File: config.mk
export PLATFORM = sky130hd
export DESIGN_NAME = csdd_core
export DESIGN_NICKNAME = d
export VERILOG_FILES = /design/src/design/csdd_pkg.sv /design/src/design/csdd_core.sv
export SDC_FILE = /design/constraint.sdc
export NUM_CORES = 1
export LEC_CHECK = 0
export BUFFER_PORTS_ARGS = -buffer_cell sky130_fd_sc_hd__buf_2
export CAP_MARGIN = 20
export CORE_ASPECT_RATIO = 0.7
export CORE_MARGIN = 2
export CORE_UTILIZATION = 30
export DETAILED_ROUTE_END_ITERATION = 8
export SYNTH_ARGS = -nofsm -noshare
export SYNTH_HDL_FRONTEND = slang
export SYNTH_SLANG_ARGS = --single-unit
export TNS_END_PERCENT = 5
File: constraint.sdc
create_clock -name clock -period 6.9 [get_ports clock]
set_input_delay 0.69 -clock clock [delete_from_list [all_inputs] [get_ports clock]]
set_output_delay 0.69 -clock clock [all_outputs]
set_load 0.005 [all_outputs]
File: src/design/csdd_pkg.sv
/*
 * Constants, register map and carrier types for the sync and coarse
 * digital delay block of a four-group clock divider.
 * Assumes one clock tick of the block equals half a distribution-path period.
 */
package csdd_pkg;

    // ----------------------------------------------------------------
    // register map (byte addresses, one word each)
    // ----------------------------------------------------------------
    localparam int          ADDR_W     = 5;
    localparam logic [4:0]  CTRL_OFS   = 5'h00;
    localparam logic [4:0]  DELAY_OFS  = 5'h04;
    localparam logic [4:0]  DIVIDE_OFS = 5'h08;
    localparam logic [4:0]  STATUS_OFS = 5'h0C;

    // ----------------------------------------------------------------
    // field positions and reset values
    // ----------------------------------------------------------------
    localparam int          HS_BIT     = 16;
    localparam int          DIV4_LSB   = 16;
    localparam logic [9:0]  DDLY_MIN   = 10'h005;
    localparam logic [9:0]  DDLY_MAX   = 10'h20A;
    localparam logic [9:0]  DDLY_RESET = 10'h005;
    localparam logic [3:0]  SDIV_MAX   = 4'h8;
    localparam logic [3:0]  SDIV_RESET = 4'h1;
    localparam logic [10:0] DIV4_MAX   = 11'h415;
    localparam logic [10:0] DIV4_RESET = 11'h001;

    // ----------------------------------------------------------------
    // latencies in half-period ticks
    // ----------------------------------------------------------------
    localparam logic [10:0] LOW_ABC  = 11'h009;
    localparam logic [10:0] LOW_D1   = 11'h00B;
    localparam logic [10:0] LOW_DN   = 11'h00D;
    localparam logic [10:0] RISE_ABC = 11'h00A;
    localparam logic [10:0] RISE_D1  = 11'h00A;
    localparam logic [10:0] RISE_DN  = 11'h00C;

    // ----------------------------------------------------------------
    // timing
    // ----------------------------------------------------------------
    localparam int         CLOCK_PERIOD_NS  = 20;
    localparam int         AUTO_SYNC_NS     = 170;
    localparam logic [4:0] AUTO_SYNC_CYCLES =
        5'((AUTO_SYNC_NS + CLOCK_PERIOD_NS - 1) / CLOCK_PERIOD_NS);
    localparam logic [4:0] AUTO_HOLD_CYCLES = 5'h10;

    // ----------------------------------------------------------------
    // carriers
    // ----------------------------------------------------------------
    typedef struct packed {
        logic [3:0] syncExcludeGroup;
        logic       autoSyncEnable;
        logic       syncPolarityInvert;
    } csdd_ctrl_t;

    typedef struct packed {
        logic       halfStepSelect;
        logic [9:0] coarseDelayCount;
    } csdd_delay_t;

endpackage

File: src/design/csdd_core.sv
/*
 * Sync hold-low / release sequencing for four output groups and coarse
 * digital delay on group four, with an Avalon-MM register slave.
 * Assumes clock is the distribution path at half-period resolution and
 * syncPin is asynchronous to it.
 */
// Decided for this implementation: the Avalon-MM slave port and the placing of the registers.

module csdd_core
    import csdd_pkg::*;
(
    // system
    input  wire logic              clock,
    input  wire logic              reset,
    // register bus
    input  wire logic [ADDR_W-1:0] address,
    input  wire logic              read,
    input  wire logic              write,
    input  wire logic [31:0]       writedata,
    input  wire logic [3:0]        byteenable,
    output logic      [31:0]       readdata,
    output logic                   waitrequest,
    // pins
    input  wire logic              syncPin,
    output logic      [13:0]       clockOut
);

    // ----------------------------------------------------------------
    // bus slave
    // ----------------------------------------------------------------
    logic        waitReq_reg;
    logic [31:0] readData_reg;
    csdd_ctrl_t  ctrl_reg;
    csdd_delay_t delay_reg;
    logic [3:0]  smallDiv_reg [3];
    logic [10:0] div4_reg;
    logic [9:0]  activeDelay_reg;
    logic        syncNow_reg;
    logic [3:0]  groupRun;
    logic [3:0]  groupClk;

    wire         request   = read | write;
    wire         accept    = request & ~waitReq_reg;
    wire [31:0]  writeMask = {{8{byteenable[3]}}, {8{byteenable[2]}},
                              {8{byteenable[1]}}, {8{byteenable[0]}}};
    wire         wrCtrl    = write & accept & (address == CTRL_OFS);
    wire         wrDelay   = write & accept & (address == DELAY_OFS);
    wire         wrDivide  = write & accept & (address == DIVIDE_OFS);

    wire [31:0]  ctrlWord   = {24'h0, ctrl_reg.syncExcludeGroup, 2'h0,
                               ctrl_reg.autoSyncEnable, ctrl_reg.syncPolarityInvert};
    wire [31:0]  delayWord  = {15'h0, delay_reg.halfStepSelect, 6'h0, delay_reg.coarseDelayCount};
    wire [31:0]  divideWord = {5'h0, div4_reg, 4'h0, smallDiv_reg[2], smallDiv_reg[1], smallDiv_reg[0]};
    wire [31:0]  statusWord = {6'h0, activeDelay_reg, 11'h0, syncNow_reg, groupRun};

    wire [31:0]  ctrlMerge   = (ctrlWord & ~writeMask) | (writedata & writeMask);
    wire [31:0]  delayMerge  = (delayWord & ~writeMask) | (writedata & writeMask);
    wire [31:0]  divideMerge = (divideWord & ~writeMask) | (writedata & writeMask);

    wire [31:0]  readMux = (address == CTRL_OFS)   ? ctrlWord   :
                           (address == DELAY_OFS)  ? delayWord  :
                           (address == DIVIDE_OFS) ? divideWord :
                           (address == STATUS_OFS) ? statusWord : 32'h0;

    assign waitrequest = waitReq_reg;
    assign readdata    = readData_reg;

    // one wait cycle per access; read data loaded while wait is still high
    always_ff @(posedge clock)
    begin
        if (reset)
        begin
            waitReq_reg  <= 1'b1;
            readData_reg <= 32'h0;
        end
        else
        begin
            waitReq_reg <= ~(request & waitReq_reg);
            if (read & waitReq_reg)
            begin
                readData_reg <= readMux;
            end
        end
    end

    // reset gives undivided, unexcluded, minimum delay
    always_ff @(posedge clock)
    begin
        if (reset)
        begin
            ctrl_reg        <= '0;
            delay_reg       <= {1'b0, DDLY_RESET};
            smallDiv_reg[0] <= SDIV_RESET;
            smallDiv_reg[1] <= SDIV_RESET;
            smallDiv_reg[2] <= SDIV_RESET;
            div4_reg        <= DIV4_RESET;
        end
        else
        begin
            if (wrCtrl)
            begin
                ctrl_reg <= {ctrlMerge[7:4], ctrlMerge[1:0]};
            end
            if (wrDelay)
            begin
                delay_reg <= {delayMerge[HS_BIT], delayMerge[9:0]};
            end
            if (wrDivide)
            begin
                smallDiv_reg[0] <= divideMerge[3:0];
                smallDiv_reg[1] <= divideMerge[7:4];
                smallDiv_reg[2] <= divideMerge[11:8];
                div4_reg        <= divideMerge[DIV4_LSB+10:DIV4_LSB];
            end
        end
    end

    // ----------------------------------------------------------------
    // effective settings
    // ----------------------------------------------------------------
    function automatic logic [3:0] smallEff(input logic [3:0] v);
        smallEff = (v == 4'h0) ? 4'h1 : ((v > SDIV_MAX) ? SDIV_MAX : v);
    endfunction

    wire [10:0] div4Eff = (div4_reg == 11'h0) ? 11'h001 :
                          ((div4_reg > DIV4_MAX) ? DIV4_MAX : div4_reg);
    wire [9:0]  countEff = (delay_reg.coarseDelayCount < DDLY_MIN) ? DDLY_MIN :
                           ((delay_reg.coarseDelayCount > DDLY_MAX) ? DDLY_MAX :
                            delay_reg.coarseDelayCount);
    wire        hsLive   = delay_reg.halfStepSelect;

    // ----------------------------------------------------------------
    // sync sources
    // ----------------------------------------------------------------
    logic       pinMeta_reg;
    logic       pinSync_reg;
    logic       syncPrev_reg;
    logic [4:0] autoWait_reg;
    logic [4:0] autoHold_reg;
    logic       autoAll_reg;
    logic [3:0] part_reg;
    logic       hsPrev_reg;

    // polarity toggle flips manualReq just as the pin would
    wire        manualReq = pinSync_reg ^ ctrl_reg.syncPolarityInvert;
    wire        autoStart = ctrl_reg.autoSyncEnable & (wrDelay | wrDivide);
    wire        autoReq   = autoHold_reg != 5'h0;
    wire        syncReq   = manualReq | autoReq;
    wire        assertEv  = syncNow_reg & ~syncPrev_reg;
    wire        releaseEv = ~syncNow_reg & syncPrev_reg;
    // bank A is groups 0 and 1, bank B groups 2 and 3
    wire [3:0]  bankSel   = (manualReq | autoAll_reg) ? 4'hF : 4'hC;
    wire [3:0]  joinNow   = bankSel & ~ctrl_reg.syncExcludeGroup;
    wire        hsRose    = hsLive & ~hsPrev_reg;
    wire        hsFell    = ~hsLive & hsPrev_reg;

    always_ff @(posedge clock)
    begin
        if (reset)
        begin
            pinMeta_reg  <= 1'b0;
            pinSync_reg  <= 1'b0;
            syncNow_reg  <= 1'b0;
            syncPrev_reg <= 1'b0;
            hsPrev_reg   <= 1'b0;
        end
        else
        begin
            pinMeta_reg  <= syncPin;
            pinSync_reg  <= pinMeta_reg;
            syncNow_reg  <= syncReq;
            syncPrev_reg <= syncNow_reg;
            hsPrev_reg   <= hsLive;
        end
    end

    // auto sync: wait out the strobe-to-event delay, then hold long enough to register
    always_ff @(posedge clock)
    begin
        if (reset)
        begin
            autoWait_reg <= 5'h0;
            autoHold_reg <= 5'h0;
            autoAll_reg  <= 1'b0;
        end
        else
        begin
            if (autoStart)
            begin
                autoWait_reg <= AUTO_SYNC_CYCLES;
                autoAll_reg  <= wrDivide | (autoAll_reg & autoReq);
            end
            else if (autoWait_reg != 5'h0)
            begin
                autoWait_reg <= autoWait_reg - 5'h1;
            end
            if (autoWait_reg == 5'h1 && !autoStart)
            begin
                autoHold_reg <= AUTO_HOLD_CYCLES;
            end
            else if (autoReq)
            begin
                autoHold_reg <= autoHold_reg - 5'h1;
            end
        end
    end

    // delay count only moves at an including sync; excluded groups keep their phase
    always_ff @(posedge clock)
    begin
        if (reset)
        begin
            activeDelay_reg <= DDLY_RESET;
            part_reg        <= 4'h0;
        end
        else if (assertEv)
        begin
            part_reg <= joinNow;
            if (joinNow[3])
            begin
                activeDelay_reg <= countEff;
            end
        end
    end

    // ----------------------------------------------------------------
    // output groups
    // ----------------------------------------------------------------
    for (genvar g = 0; g < 4; g++)
    begin : grp
        logic [10:0] stopCnt_reg;
        logic        stopping_reg;
        logic [10:0] startCnt_reg;
        logic        starting_reg;
        logic        run_reg;
        logic [11:0] phase_reg;
        logic        clk_reg;

        wire  [10:0] divG  = (g == 3) ? div4Eff : {7'h0, smallEff(smallDiv_reg[g % 3])};
        wire         div1  = divG == 11'h001;
        wire  [10:0] lowT  = (g == 3) ? (div1 ? LOW_D1 : LOW_DN) : LOW_ABC;
        // group four: delay in half periods minus half step, plus base latency
        wire  [10:0] riseT = (g == 3) ?
                             11'({activeDelay_reg, 1'b0} - {10'h0, hsLive}) + (div1 ? RISE_D1 : RISE_DN) :
                             RISE_ABC;
        wire  [11:0] span  = {divG, 1'b0};
        // half-step rise skips one tick (half period earlier, as at a sync), fall pauses one
        wire  [11:0] step  = (g == 3 && hsRose) ? 12'h2 : ((g == 3 && hsFell) ? 12'h0 : 12'h1);
        wire  [11:0] sum   = phase_reg + step;
        wire  [11:0] pNext = (sum >= span) ? sum - span : sum;

        always_ff @(posedge clock)
        begin
            if (reset)
            begin
                stopping_reg <= 1'b0;
                stopCnt_reg  <= 11'h0;
            end
            else if (assertEv && joinNow[g])
            begin
                stopping_reg <= 1'b1;
                // two short: the registering edge and the output flop each cost a tick
                stopCnt_reg  <= lowT - 11'h2;
            end
            else if (stopping_reg)
            begin
                stopping_reg <= stopCnt_reg != 11'h0;
                stopCnt_reg  <= stopCnt_reg - 11'h1;
            end
        end

        always_ff @(posedge clock)
        begin
            if (reset)
            begin
                starting_reg <= 1'b0;
                startCnt_reg <= 11'h0;
            end
            else if (releaseEv && part_reg[g])
            begin
                starting_reg <= 1'b1;
                startCnt_reg <= riseT - 11'h2;
            end
            else if (starting_reg)
            begin
                starting_reg <= startCnt_reg != 11'h0;
                startCnt_reg <= startCnt_reg - 11'h1;
            end
        end

        // forcing low is not aligned to the divided clock, so a runt can appear
        always_ff @(posedge clock)
        begin
            if (reset)
            begin
                run_reg   <= 1'b1;
                phase_reg <= 12'h0;
                clk_reg   <= 1'b1;
            end
            else if (starting_reg && startCnt_reg == 11'h0)
            begin
                run_reg   <= 1'b1;
                phase_reg <= 12'h0;
                clk_reg   <= 1'b1;
            end
            else if (stopping_reg && stopCnt_reg == 11'h0)
            begin
                run_reg <= 1'b0;
                clk_reg <= 1'b0;
            end
            else if (run_reg)
            begin
                phase_reg <= pNext;
                clk_reg   <= pNext < {1'b0, divG};
            end
        end

        assign groupClk[g] = clk_reg;
        assign groupRun[g] = run_reg;
    end

    // one divider feeds both group-four outputs
    assign clockOut = {{2{groupClk[3]}}, {4{groupClk[2]}}, {4{groupClk[1]}}, {4{groupClk[0]}}};

    // ----------------------------------------------------------------
    // checks
    // ----------------------------------------------------------------
    sync_polarity_a: assert property (@(posedge clock) disable iff (reset)
        (pinSync_reg != ctrl_reg.syncPolarityInvert) |=> syncNow_reg)
        else $error("sync level mismatch not registered");

    bus_answer_a: assert property (@(posedge clock) disable iff (reset)
        (request && waitrequest) |=> !waitrequest)
        else $error("bus access not answered in one cycle");

    delay_hold_a: assert property (@(posedge clock) disable iff (reset)
        !assertEv |=> $stable(activeDelay_reg))
        else $error("coarse delay changed without sync");

    delay_take_a: assert property (@(posedge clock) disable iff (reset)
        (assertEv && joinNow[3]) |=> (activeDelay_reg == $past(countEff)))
        else $error("coarse delay not taken at sync");

    delay_range_a: assert property (@(posedge clock) disable iff (reset)
        (activeDelay_reg >= DDLY_MIN) && (activeDelay_reg <= DDLY_MAX))
        else $error("coarse delay out of range");

    group_low_a: assert property (@(posedge clock) disable iff (reset)
        (assertEv && joinNow[0]) |-> ##9 !groupClk[0])
        else $error("group one not low 4.5 periods after sync");

    group_rise_a: assert property (@(posedge clock) disable iff (reset)
        (releaseEv && part_reg[0]) |-> !groupClk[0] [*8] ##1 !groupClk[0] [*2] ##1 groupClk[0])
        else $error("group one did not rise 5 periods after release");

    four_low_a: assert property (@(posedge clock) disable iff (reset)
        (assertEv && joinNow[3] && div4Eff == 11'h001) |-> ##11 !groupClk[3])
        else $error("group four not low 5.5 periods after sync");

    exclude_run_a: assert property (@(posedge clock) disable iff (reset)
        (assertEv && ctrl_reg.syncExcludeGroup[1]) |=> !part_reg[1] ##[0:20] groupRun[1])
        else $error("excluded group joined sync");

    half_step_a: assert property (@(posedge clock) disable iff (reset)
        wrDelay |=> (hsLive == $past(delayMerge[HS_BIT])))
        else $error("half step not applied at once");

    auto_sync_a: assert property (@(posedge clock) disable iff (reset)
        (autoStart && !syncReq) |-> !autoReq [*8] ##1 !autoReq [*2] ##1 autoReq)
        else $error("auto sync not raised after strobe delay");

endmodule

==> summary.txt, run 1 <==
Global routing
  • Largest net degree at the start of global routing: 63
  • Global-route wire length before repair: 60100 um
  • Vias in the first global route: 11700
  • Initial antenna violation count: 4
  • Grt ovf: 0
  • GRT Overall Usage: 0.144

Critical path
  • Largest fanout on the critical path: 12
  • Critical path type: register to register
  • WP data arrival: 5.75 ns
  • Critical path capture point type: register
  • Worst Setup Start Kind: register
  • CP Data Required Time: 7.38 ns

Synthesis
  • Post-synthesis async set-or-reset flop share: 0
  • Post-synth EDFFs: 12
  • Simple-Gate Fraction of Synth Area: 0.241
  • Synth warn: 0
  • Ys flop type: dfxtp_1
  • Cell count after synthesis: 1774
  • Synth Area in XOR/XNOR: 0.0882
  • Register area share after synthesis: 0.346
  • Yosys top cell area share: 0.321
  • Adder-Cell Fraction of Synth Area: 0.0739
  • Mux cell area share after synthesis: 0.0455
  • Count leader, synth: dfxtp_1
  • Commonest cells post-synth: dfxtp_1 (234), nor2_1 (206), nand2_1 (191)
  • Synth area leaders: dfxtp_1 (32%), ha_1 (6.4%), xnor2_1 (5.7%)
  • Largest family of logic cells by synthesized area: simple AND/OR/NAND/NOR gates
  • Area leader, netlist: dfxtp_1
  • Synth Cell Area: 0.0146 mm2
  • Seq cells post-synth: 246
  • Compound-gate portion of the synthesized area: 0.156
  • Syn Area/Cell: 8.23 um2
  • Count of cell types in the netlist: 88

Power and ir drop
  • P_leak: 6.41 nW
  • Sw frac: 0.400
  • Max VDD drop: 271 uV
  • Net Sw Power: 2.49 mW
  • Cell Int Power: 3.74 mW
  • Logic pwr share: 0.467
  • Pwr Density: 383 mW/mm2
  • Part of the power in registers: 0.308
  • Clock power frac: 0.225

Drt
  • Detailed-router iteration count before antenna repair: 7
  • DR WL/cell: 14.8 um
  • Vias post-DR: 12400
  • Antenna-violating nets left: 0
  • First DRT Iteration DRCs: 840
  • # DRC: 0
  • Wirelength, routed: 36600 um
  • Vias per cell: 5.00

STA
  • Worst slew margin: 0.271
  • Share of the clock period used by the worst path: 0.763
  • Hold Vio Cnt, Final: 0
  • F_max: 0.190 GHz
  • Hold slack: 0.349 ns
  • Min Tclk post-route: 5.27 ns
  • Worst-Margin Slew: 1.08 ns
  • RSZ-0062 raised after global routing: false
  • Count of pins over their slew limit: 0
  • Setup TNS: 0 ns
  • Final clock skew: 0.0285 ns
  • Final setup vio count: 0

Clocking
  • CTS sink cnt: 246
  • Clock buffer count from CTS: 24
  • CTS Buffer Depth: 3
  • CTS Hold Bufs: 0
  • Root buf cell: clkbuf_16
  • Number of H-tree levels: 1
  • Insertion delay of the later-clocked pin in the worst-skew pair: 0.56 ns
  • Clock slew seen by the registers of the worst setup and hold paths: 0.07 ns
  • Post-CTS Setup Bufs: 0
  • CTS tree: built
  • CTS resizes: 0

Final layout
  • Reg area: 0.00504 mm2
  • Layout cells sized above 1: 0.0981
  • Area growth from synthesis to layout: 11.4%
  • Fin nets: 1924
  • Fill count: 5013
  • Footprint of the multi-input gates: 0.00887 mm2

Floorplanning
  • Initial Utilization: 0.305
  • Io pins: 93
  • Die X: 268 um
  • Die height: 189 um
  • Core area: 0.0480 mm2
  • Num rows: 67
  • Die area: 0.0505 mm2

Placed design
  • Routability cong.: 0.889
  • Detailed Place HPWL: 27200 um
  • Port Buffer Count: 74

Run
  • Max_cap viols: 0

Worst hold path
  • Hold Crit Class: input port to register

Outcome
  • Outcome: complete, no violations
cell type report:
type	instances	area share
Multi-Input combinational cell	1375	0.546
Sequential cell	246	0.310
Tap cell	655	0.0504
Clock buffer	29	0.0393
Timing Repair Buffer	81	0.0274
Inverter	68	0.0157
Clock inverter	15	0.0112
Antenna cell	2	0.000308
cell usage in the layout, fill, tap and decap left out, drive strengths merged, types with 63 or more instances in the layout:
cell type | Yosys | layout
a21oi | 132 | 132
buf | 40 | 81
dfxtp | 234 | 234
ha | 75 | 75
inv | 68 | 71
nand2 | 192 | 192
nor2 | 208 | 208
nor3 | 63 | 63
o21ai | 73 | 73
xnor2 | 95 | 95
kinds of logic (layout without fill, tap and decap cells):
| group | Yosys count | after routing |
|---|---|---|
| other cells | 1 | 11 |
| fa+ha+maj | 82 | 82 |
| simple gates | 723 | 723 |
| buf+inv | 161 | 193 |
| mux | 65 | 65 |
| xor+xnor | 147 | 147 |
| compound gates | 349 | 349 |
| flops | 246 | 246 |
stage by stage:
stage | instances | util | setup slack, ns | power (mW) | area, um2
6_report | 2471 | 0.339 | 1.63 | 6.23 | 16300
5_1_grt | 2469 | 0.339 | 1.22 | 6.73 | 16300
4_1_cts | 2468 | 0.339 | 1.64 | 6.25 | 16200
3_5_place_dp | 2424 | 0.321 | 1.69 | 4.82 | 15400
3_3_place_gp | 2424 | 0.321 | 1.71 | 4.74 | 15400
2_1_floorplan | 1782 | - | 2.21 | 4.25 | 14600
power groups by stage:
| stage | Sequential [mW] | Combinational, mW | Clock, mW |
|---|---|---|---|
| after floorplan | 1.84 | 2.41 | 0 |
| after detailed placement | 1.94 | 2.87 | 0 |
| after global routing | 1.96 | 3.28 | 1.49 |
| after CTS | 1.92 | 2.89 | 1.44 |
| final | 1.92 | 2.91 | 1.40 |
| after global placement | 1.93 | 2.80 | 0 |
path summary, 6_finish.rpt:
path / startpoint / end / slack (ns) / depth (start not counted)
worst max-delay path: register / grp[3].clk_reg / 1.63 / 22
worst min-delay path: read / waitrequest / 0.35 / 2
worst max register to register: register / grp[3].clk_reg / 1.63 / 22
worst min register to register: autoWait_reg[4] / autoWait_reg[4] / 0.44 / 2
critical path: stages (launching register included):
cell      delay, ns
dfxtp_1        0.39
ha_1           0.25
ha_1           0.21
fa_1           0.44
xnor2_1        0.32
inv_1          0.09
ha_1           0.31
nor2b_1        0.13
o21ai_0        0.22
nand4b_1       0.16
a221oi_1       0.42
o21ai_0        0.18
buf_4          0.22
mux2_2         0.30
ha_1           0.31
a21o_1         0.17
a21o_1         0.17
a21oi_1        0.15
nor2b_1        0.07
o21ai_0        0.14
nand2b_1       0.07
a221oi_1       0.29
a311o_1        0.21
metal layers:
metal  global-route usage  wire length (um)
met4               0.0342               694
met5                    0                16
met2                0.218             15400
met1                0.212             18700
met3               0.0237              1770
Note: power is estimated with default switching activity, not from simulation.
==> inputs of run 2 (changes only) <==
Clock period 6.9 ns to 5 ns, I/O delays scaled along.
==> run 2 against run 1 <==
Clock skew rose by 0.0021 ns. Via count rose by 1.3%. Cell count rose by 0.57%. Routed wire length rose by 0.61%. Critical path depth rose by 1. Power rose by 44%. Critical path type unchanged. Largest cell class unchanged.
==> summary.txt, run 2 (same netlist as run 1, synthesis figures left out) <==
Outcome
  • Outcome: complete, no violations

Drt
  • Wirelength, routed: 36900 um (+0.61%)
  • # DRC: 0 (unchanged)
  • Vias per cell: 5.04 (+0.76%)
  • Vias post-DR: 12500 (+1.3%)
  • DR WL/cell: 14.8 um (about the same)
  • Detailed-router iteration count before antenna repair: 5 (-2)
  • First DRT Iteration DRCs: 882 (+5.0%)
  • Antenna-violating nets left: 0 (unchanged)

Floorplanning
  • Num rows: 67 (unchanged)
  • Die height: 189 um (unchanged)
  • Die X: 268 um (unchanged)
  • Die area: 0.0505 mm2 (unchanged)
  • Core area: 0.0480 mm2 (unchanged)
  • Io pins: 93 (unchanged)
  • Initial Utilization: 0.305 (unchanged)

Critical path
  • Critical path type: register to register
  • Critical path capture point type: register
  • Largest fanout on the critical path: 5 (-7)
  • CP Cell Sequence: inv_1, ha_1, ha_1, a21o_1, and4_1, and3_1, nand3_1, xnor2_1, ha_1, o21ai_0, a21oi_1, nand2_1, o21ai_4, mux2_2, ha_1, a21o_1, a21o_1, a21oi_1, nor2b_1, o21ai_0, nand2b_1, a221oi_2, a311o_1
  • Worst Setup SP: hsPrev_reg
  • RR Startpoint: hsPrev_reg
  • Max stage delay on crit path: 0.37 ns (-0.07 ns)
  • WP data arrival: 5.14 ns (-0.61 ns)
  • Worst Setup Start Kind: register
  • Reg2reg setup slack: 0.34 ns (-1.29 ns)
  • Most Frequent Cell on Critical Path: ha_1
  • Slowest-stage cell, CP: mux2_2
  • CP Data Required Time: 5.48 ns (-1.90 ns)

Clocking
  • CTS sink cnt: 246 (unchanged)
  • CTS tree: built
  • Post-CTS Setup Bufs: 0 (unchanged)
  • Number of H-tree levels: 1 (unchanged)
  • Clock slew seen by the registers of the worst setup and hold paths: 0.07 ns (about the same)
  • Clock buffer count from CTS: 26 (+8.3%)
  • Insertion delay of the later-clocked pin in the worst-skew pair: 0.56 ns (about the same)
  • CTS Buffer Depth: 3 (unchanged)
  • Root buf cell: clkbuf_16

Placed design
  • Routability cong.: 0.883 (-0.66%)
  • Port Buffer Count: 74 (unchanged)
  • Detailed Place HPWL: 27600 um (+1.4%)

Power and ir drop
  • Logic pwr share: 0.461 (-0.006)
  • Cell Int Power: 5.47 mW (+46%)
  • Part of the power in registers: 0.295 (-0.013)
  • Clock power frac: 0.243 (+0.018)
  • Max VDD drop: 287 uV (+5.6%)
  • P_leak: 6.54 nW (+1.9%)
  • Net Sw Power: 3.52 mW (+41%)
  • Pwr Density: 543 mW/mm2 (+42%)
  • Sw frac: 0.392 (-0.00793)

STA
  • Worst slew margin: 0.290 (+0.0183)
  • Hold Vio Cnt, Final: 0 (unchanged)
  • Final setup vio count: 0 (unchanged)
  • RSZ-0062 raised after global routing: false
  • Share of the clock period used by the worst path: 0.932 (+0.168)
  • F_max: 0.215 GHz (+13%)
  • Worst-Margin Slew: 1.07 ns (-0.0122 ns)
  • Final clock skew: 0.0306 ns (+0.00214 ns)
  • Min Tclk post-route: 4.66 ns (-0.608 ns)
  • Count of pins over their slew limit: 0 (unchanged)
  • Setup TNS: 0 ns (unchanged)

Final layout
  • Final core occ: 0.345 (+0.00590)
  • Fin nets: 1935 (+0.57%)
  • Fill count: 5006 (-0.14%)
  • Most frequent cells in the layout: dfxtp_1 (234), nor2_1 (205), nand2_1 (191)
  • Layout cells sized above 1: 0.110 (+0.0119)
  • Area growth from synthesis to layout: 13.3%
  • Most common cell after layout, fill and taps aside: dfxtp_1

Global routing
  • Vias in the first global route: 11700 (+0.34%)
  • Largest net degree at the start of global routing: 56 (-11%)
  • GRT Overall Usage: 0.144 (-0.000159)
  • Grt ovf: 0 (unchanged)
  • Global-route wire length before repair: 60100 um (about the same)
  • Initial antenna violation count: 5 (+1)

Worst hold path
  • Hold wc startpoint: write
  • Hold Crit Class: input port to register

Run
  • Max_cap viols: 0 (unchanged)
==> run 2: cell types whose count changed in the layout (fill, tap and decap cells not counted), sizes merged <==
cell,delta
diode,+1
clkinvlp,+1
bufinv,+2
inv,-1
buf,+8
clkbuf,+4
clkinv,-1
==> run 2: worst paths after layout <==
kind | endpoint | cells after the start
max reg2reg | grp[3].clk_reg | 23
max | grp[3].clk_reg | 23
min | waitrequest | 2
min reg2reg | autoWait_reg[4] | 2
==> run 2: through the flow <==
step	total power, mW	area, um2	hold slack, ns	worst slack, ns	cells
detailed placement	6.70	15500	0.436	0.00783	2432
global route	9.68	16500	0.152	0.00600	2483
CTS	8.94	16500	0.137	0.0882	2480
floorplan	5.87	14600	0.414	0.307	1782
global placement	6.58	15500	0.432	0.174	2432
finish	8.99	16500	0.159	0.342	2485
==> run 2: layout make-up <==
class / instances / area, um2 / share of cell area
multi-input cells: 1375 / 8930 / 0.540
clock buffers: 32 / 736 / 0.0445
inverters: 68 / 255 / 0.0154
well taps: 655 / 820 / 0.0495
diodes: 3 / 7.51 / 0.000454
clock inverters: 16 / 244 / 0.0147
repair buffers: 90 / 510 / 0.0308
flip-flops and latches: 246 / 5040 / 0.305
==> run 2: power by group through the flow <==
| stage | Combinational, mW | Sequential (mW) | Clock (mW) |
|---|---|---|---|
| after floorplan | 3.32 | 2.54 | 0 |
| after global routing | 4.65 | 2.71 | 2.32 |
| final | 4.15 | 2.65 | 2.19 |
| after detailed placement | 4.02 | 2.69 | 0 |
| after CTS | 4.05 | 2.65 | 2.24 |
| after global placement | 3.91 | 2.67 | 0 |
==> run 2: worst max-delay path, delay by kind of cell (launching register included) <==
kind	cells	cell delay, ns
buffers and inverters	1	0.04
adders and majority gates	4	1.05
xor gates and xnor gates	1	0.22
DFF	1	0.32
muxes	1	0.37
AOI/OAI and AO/OA	10	1.70
and+or+nand+nor	6	0.91
==> run 2: repair_timing <==
action | 4_1_cts | 5_1_grt
gates resized for setup | 1 | 11
endpoints found under the setup margin | 1 | 1
pin swaps | 0 | 3
hold buffers | 0 | 0
==> run 2: layer usage <==
layer  vias up  global-route usage  wire [um]  part of all wire
li1       6307                   -          -                 -
met1      5956               0.210      18500              0.50
met2       231               0.222      16000              0.44
met3        32              0.0247       1910             0.052
met4         0              0.0275        469             0.013
met5         -                   0          0                 0
==> inputs of run 3 (changes only) <==
Settings changed: CAP_MARGIN 20 to default, CTS_BUF_LIST from default to sky130_fd_sc_hd__clkbuf_4.
Clock period 5 ns to 4.73 ns, I/O delays scaled along.
==> run 3 against run 2 <==
Cell count is 3.9% higher. Count of clock-buffer cells in the layout is 60 higher. Worst setup slack worse by 0.048 ns. First-iteration DRC count is 3.4% lower. Via count is 3.2% higher. Critical path type unchanged. Highest routed layer is now met5. Core utilization is 0.35 points higher.
==> summary.txt, run 3 (same netlist as run 1, synthesis figures left out) <==
STA
  • Min Tclk post-route: 4.44 ns (-0.222 ns)
  • Worst setup margin: 0.294 ns (-0.0484 ns)
  • Worst slew margin: 0.267 (-0.0226)
  • Hold Vio Cnt, Final: 0 (unchanged)
  • Final setup vio count: 0 (unchanged)
  • Share of the clock period used by the worst path: 0.938 (+0.00631)
  • F_max: 0.225 GHz (+5.0%)
  • Worst-Margin Slew: 1.08 ns (+0.0186 ns)
  • Final clock skew: 0.0482 ns (+0.0175 ns)
  • Setup TNS: 0 ns (unchanged)
  • Count of pins over their slew limit: 0 (unchanged)

Drt
  • Vias per cell: 5.00 (-0.75%)
  • First DRT Iteration DRCs: 852 (-3.4%)
  • DR WL/cell: 14.7 um (-1.2%)
  • Vias post-DR: 12900 (+3.2%)
  • Detailed-router iteration count before antenna repair: 7 (+2)
  • Wirelength, routed: 37900 um (+2.7%)
  • Antenna-violating nets left: 0 (unchanged)
  • # DRC: 0 (unchanged)

Global routing
  • GR peak layer: met2
  • Grt ovf: 0 (unchanged)
  • Met3 Usage GRT: 0.0316 (+0.00693)
  • GRT Overall Usage: 0.148 (+0.00436)
  • Vias in the first global route: 12000 (+2.2%)
  • Initial antenna violation count: 3 (-2)
  • Met1 usage: 0.216 (+0.00551)
  • Global-route wire length before repair: 61400 um (+2.2%)
  • Met2 Usage GRT: 0.222 (about the same)
  • Largest net degree at the start of global routing: 63 (+13%)

Floorplanning
  • Die X: 268 um (unchanged)
  • Die area: 0.0505 mm2 (unchanged)
  • Die height: 189 um (unchanged)
  • Num rows: 67 (unchanged)
  • Initial Utilization: 0.305 (unchanged)
  • Core area: 0.0480 mm2 (unchanged)
  • Io pins: 93 (unchanged)

Power and ir drop
  • Pwr Density: 549 mW/mm2 (+1.1%)
  • Max VDD drop: 345 uV (+20%)
  • Overall power: 9.18 mW (+2.2%)
  • P_leak: 6.72 nW (+2.7%)

Clocking
  • Clock buffer count from CTS: 60 (+130%)
  • Root buf cell: clkbuf_4
  • CTS tree: built
  • Insertion delay of the later-clocked pin in the worst-skew pair: 0.75 ns (+0.19 ns)
  • CTS sink cnt: 246 (unchanged)
  • Clock slew seen by the registers of the worst setup and hold paths: 0.08 ns (about the same)
  • Number of H-tree levels: 2 (+1)
  • CTS Buffer Depth: 3 (unchanged)

Placed design
  • Port Buffer Count: 74 (unchanged)
  • Detailed Place HPWL: 27900 um (+0.93%)
  • Dpl ws: -0.211 ns (-0.219 ns)
  • Routability cong.: 0.879 (-0.43%)

Critical path
  • Worst Setup Start Kind: register
  • CP Cell Sequence: ha_1, ha_2, fa_2, xnor2_2, inv_1, ha_1, nor2b_1, o21ai_1, nand4b_1, a221oi_2, o21ai_4, buf_6, mux2_2, ha_1, a21o_1, a21oi_1, nor2b_1, o21ai_1, nand2b_1, a221oi_2, a311o_1
  • CP Data Required Time: 5.39 ns (-0.09 ns)
  • Critical path capture point type: register
  • Max stage delay on crit path: 0.39 ns (+0.02 ns)
  • Slowest-stage cell, CP: fa_2
  • WP data arrival: 5.10 ns (-0.04 ns)
  • Most Frequent Cell on Critical Path: ha_1
  • Critical path type: register to register
  • Largest fanout on the critical path: 6 (+1)

Final layout
  • Area growth from synthesis to layout: 14.5%
  • Most common cell after layout, fill and taps aside: dfxtp_1
  • Most frequent cells in the layout: dfxtp_1 (234), nor2_1 (205), nand2_1 (190)
  • Final core occ: 0.349 (+0.00355)
  • Layout cells sized above 1: 0.145 (+0.0348)
  • Fin nets: 2002 (+3.5%)

Run
  • Max_cap viols: 0 (unchanged)

Outcome
  • Outcome: complete, no violations

Worst hold path
  • Hold Crit Class: input port to register
run 3: final cells by class:
cell class                      instances  area (um2)
Clock buffer                           92         691
Fill cell                            4998       31200
Tap cell                              655         820
Timing Repair Buffer                  123         795
Multi-Input combinational cell       1375        8990
Clock inverter                         22         119
Antenna cell                            2        5.00
Inverter                               68         255
Sequential cell                       246        5040
run 3: path summary, 6_finish.rpt:
| kind | endpoint | start | cells past startpoint | slack (ns) |
|---|---|---|---|---|
| worst max register to register | grp[3].clk_reg | register | 21 | 0.29 |
| worst min-delay path | register | byteenable[3] | 3 | 0.07 |
| worst min register to register | autoWait_reg[4] | autoWait_reg[4] | 2 | 0.44 |
| worst max-delay path | grp[3].clk_reg | register | 21 | 0.29 |
run 3: per-stage QoR:
step,instances,instance area (um2),hold WS [ns]
after floorplan,1782,14600,0.414
after global placement,2444,15600,0.431
after detailed placement,2444,15600,0.435
after CTS,2577,16600,0.000337
after global routing,2582,16700,0.0178
final,2583,16700,0.0658
run 3: critical path, delay by kind of cell, from the launching register on:
kind,cells,cell delay [ns]
AO/OA/AOI/OAI,8,1.47
adder cells (fa/ha/maj),5,1.46
AND/OR/NAND/NOR,4,0.43
flip-flops,1,0.32
multiplexers,1,0.28
buffers and inverters,2,0.21
XOR/XNOR,1,0.19
run 3: what timing repair did:
item	4_1_cts	5_1_grt
hold buffers	19	1
endpoints found under the hold margin	19	1
buffers inserted	0	3
setup endpoints to repair	1	1
gates resized for setup	3	24
pin swaps	0	13
run 3: per-layer routing:
metal | vias up | part of all wire
met3 | 64 | 0.060
li1 | 6469 | -
met2 | 286 | 0.42
met1 | 6101 | 0.50
met5 | - | 0.00034
met4 | 2 | 0.017
run 3: report_power, final:
part	total, mW	leakage (nW)	internal [mW]	switching, mW
registers	2.80	2.02	2.41	0.394
logic	4.51	4.21	2.07	2.44
clock network	1.87	0.483	0.945	0.922
total	9.18	6.72	5.42	3.76
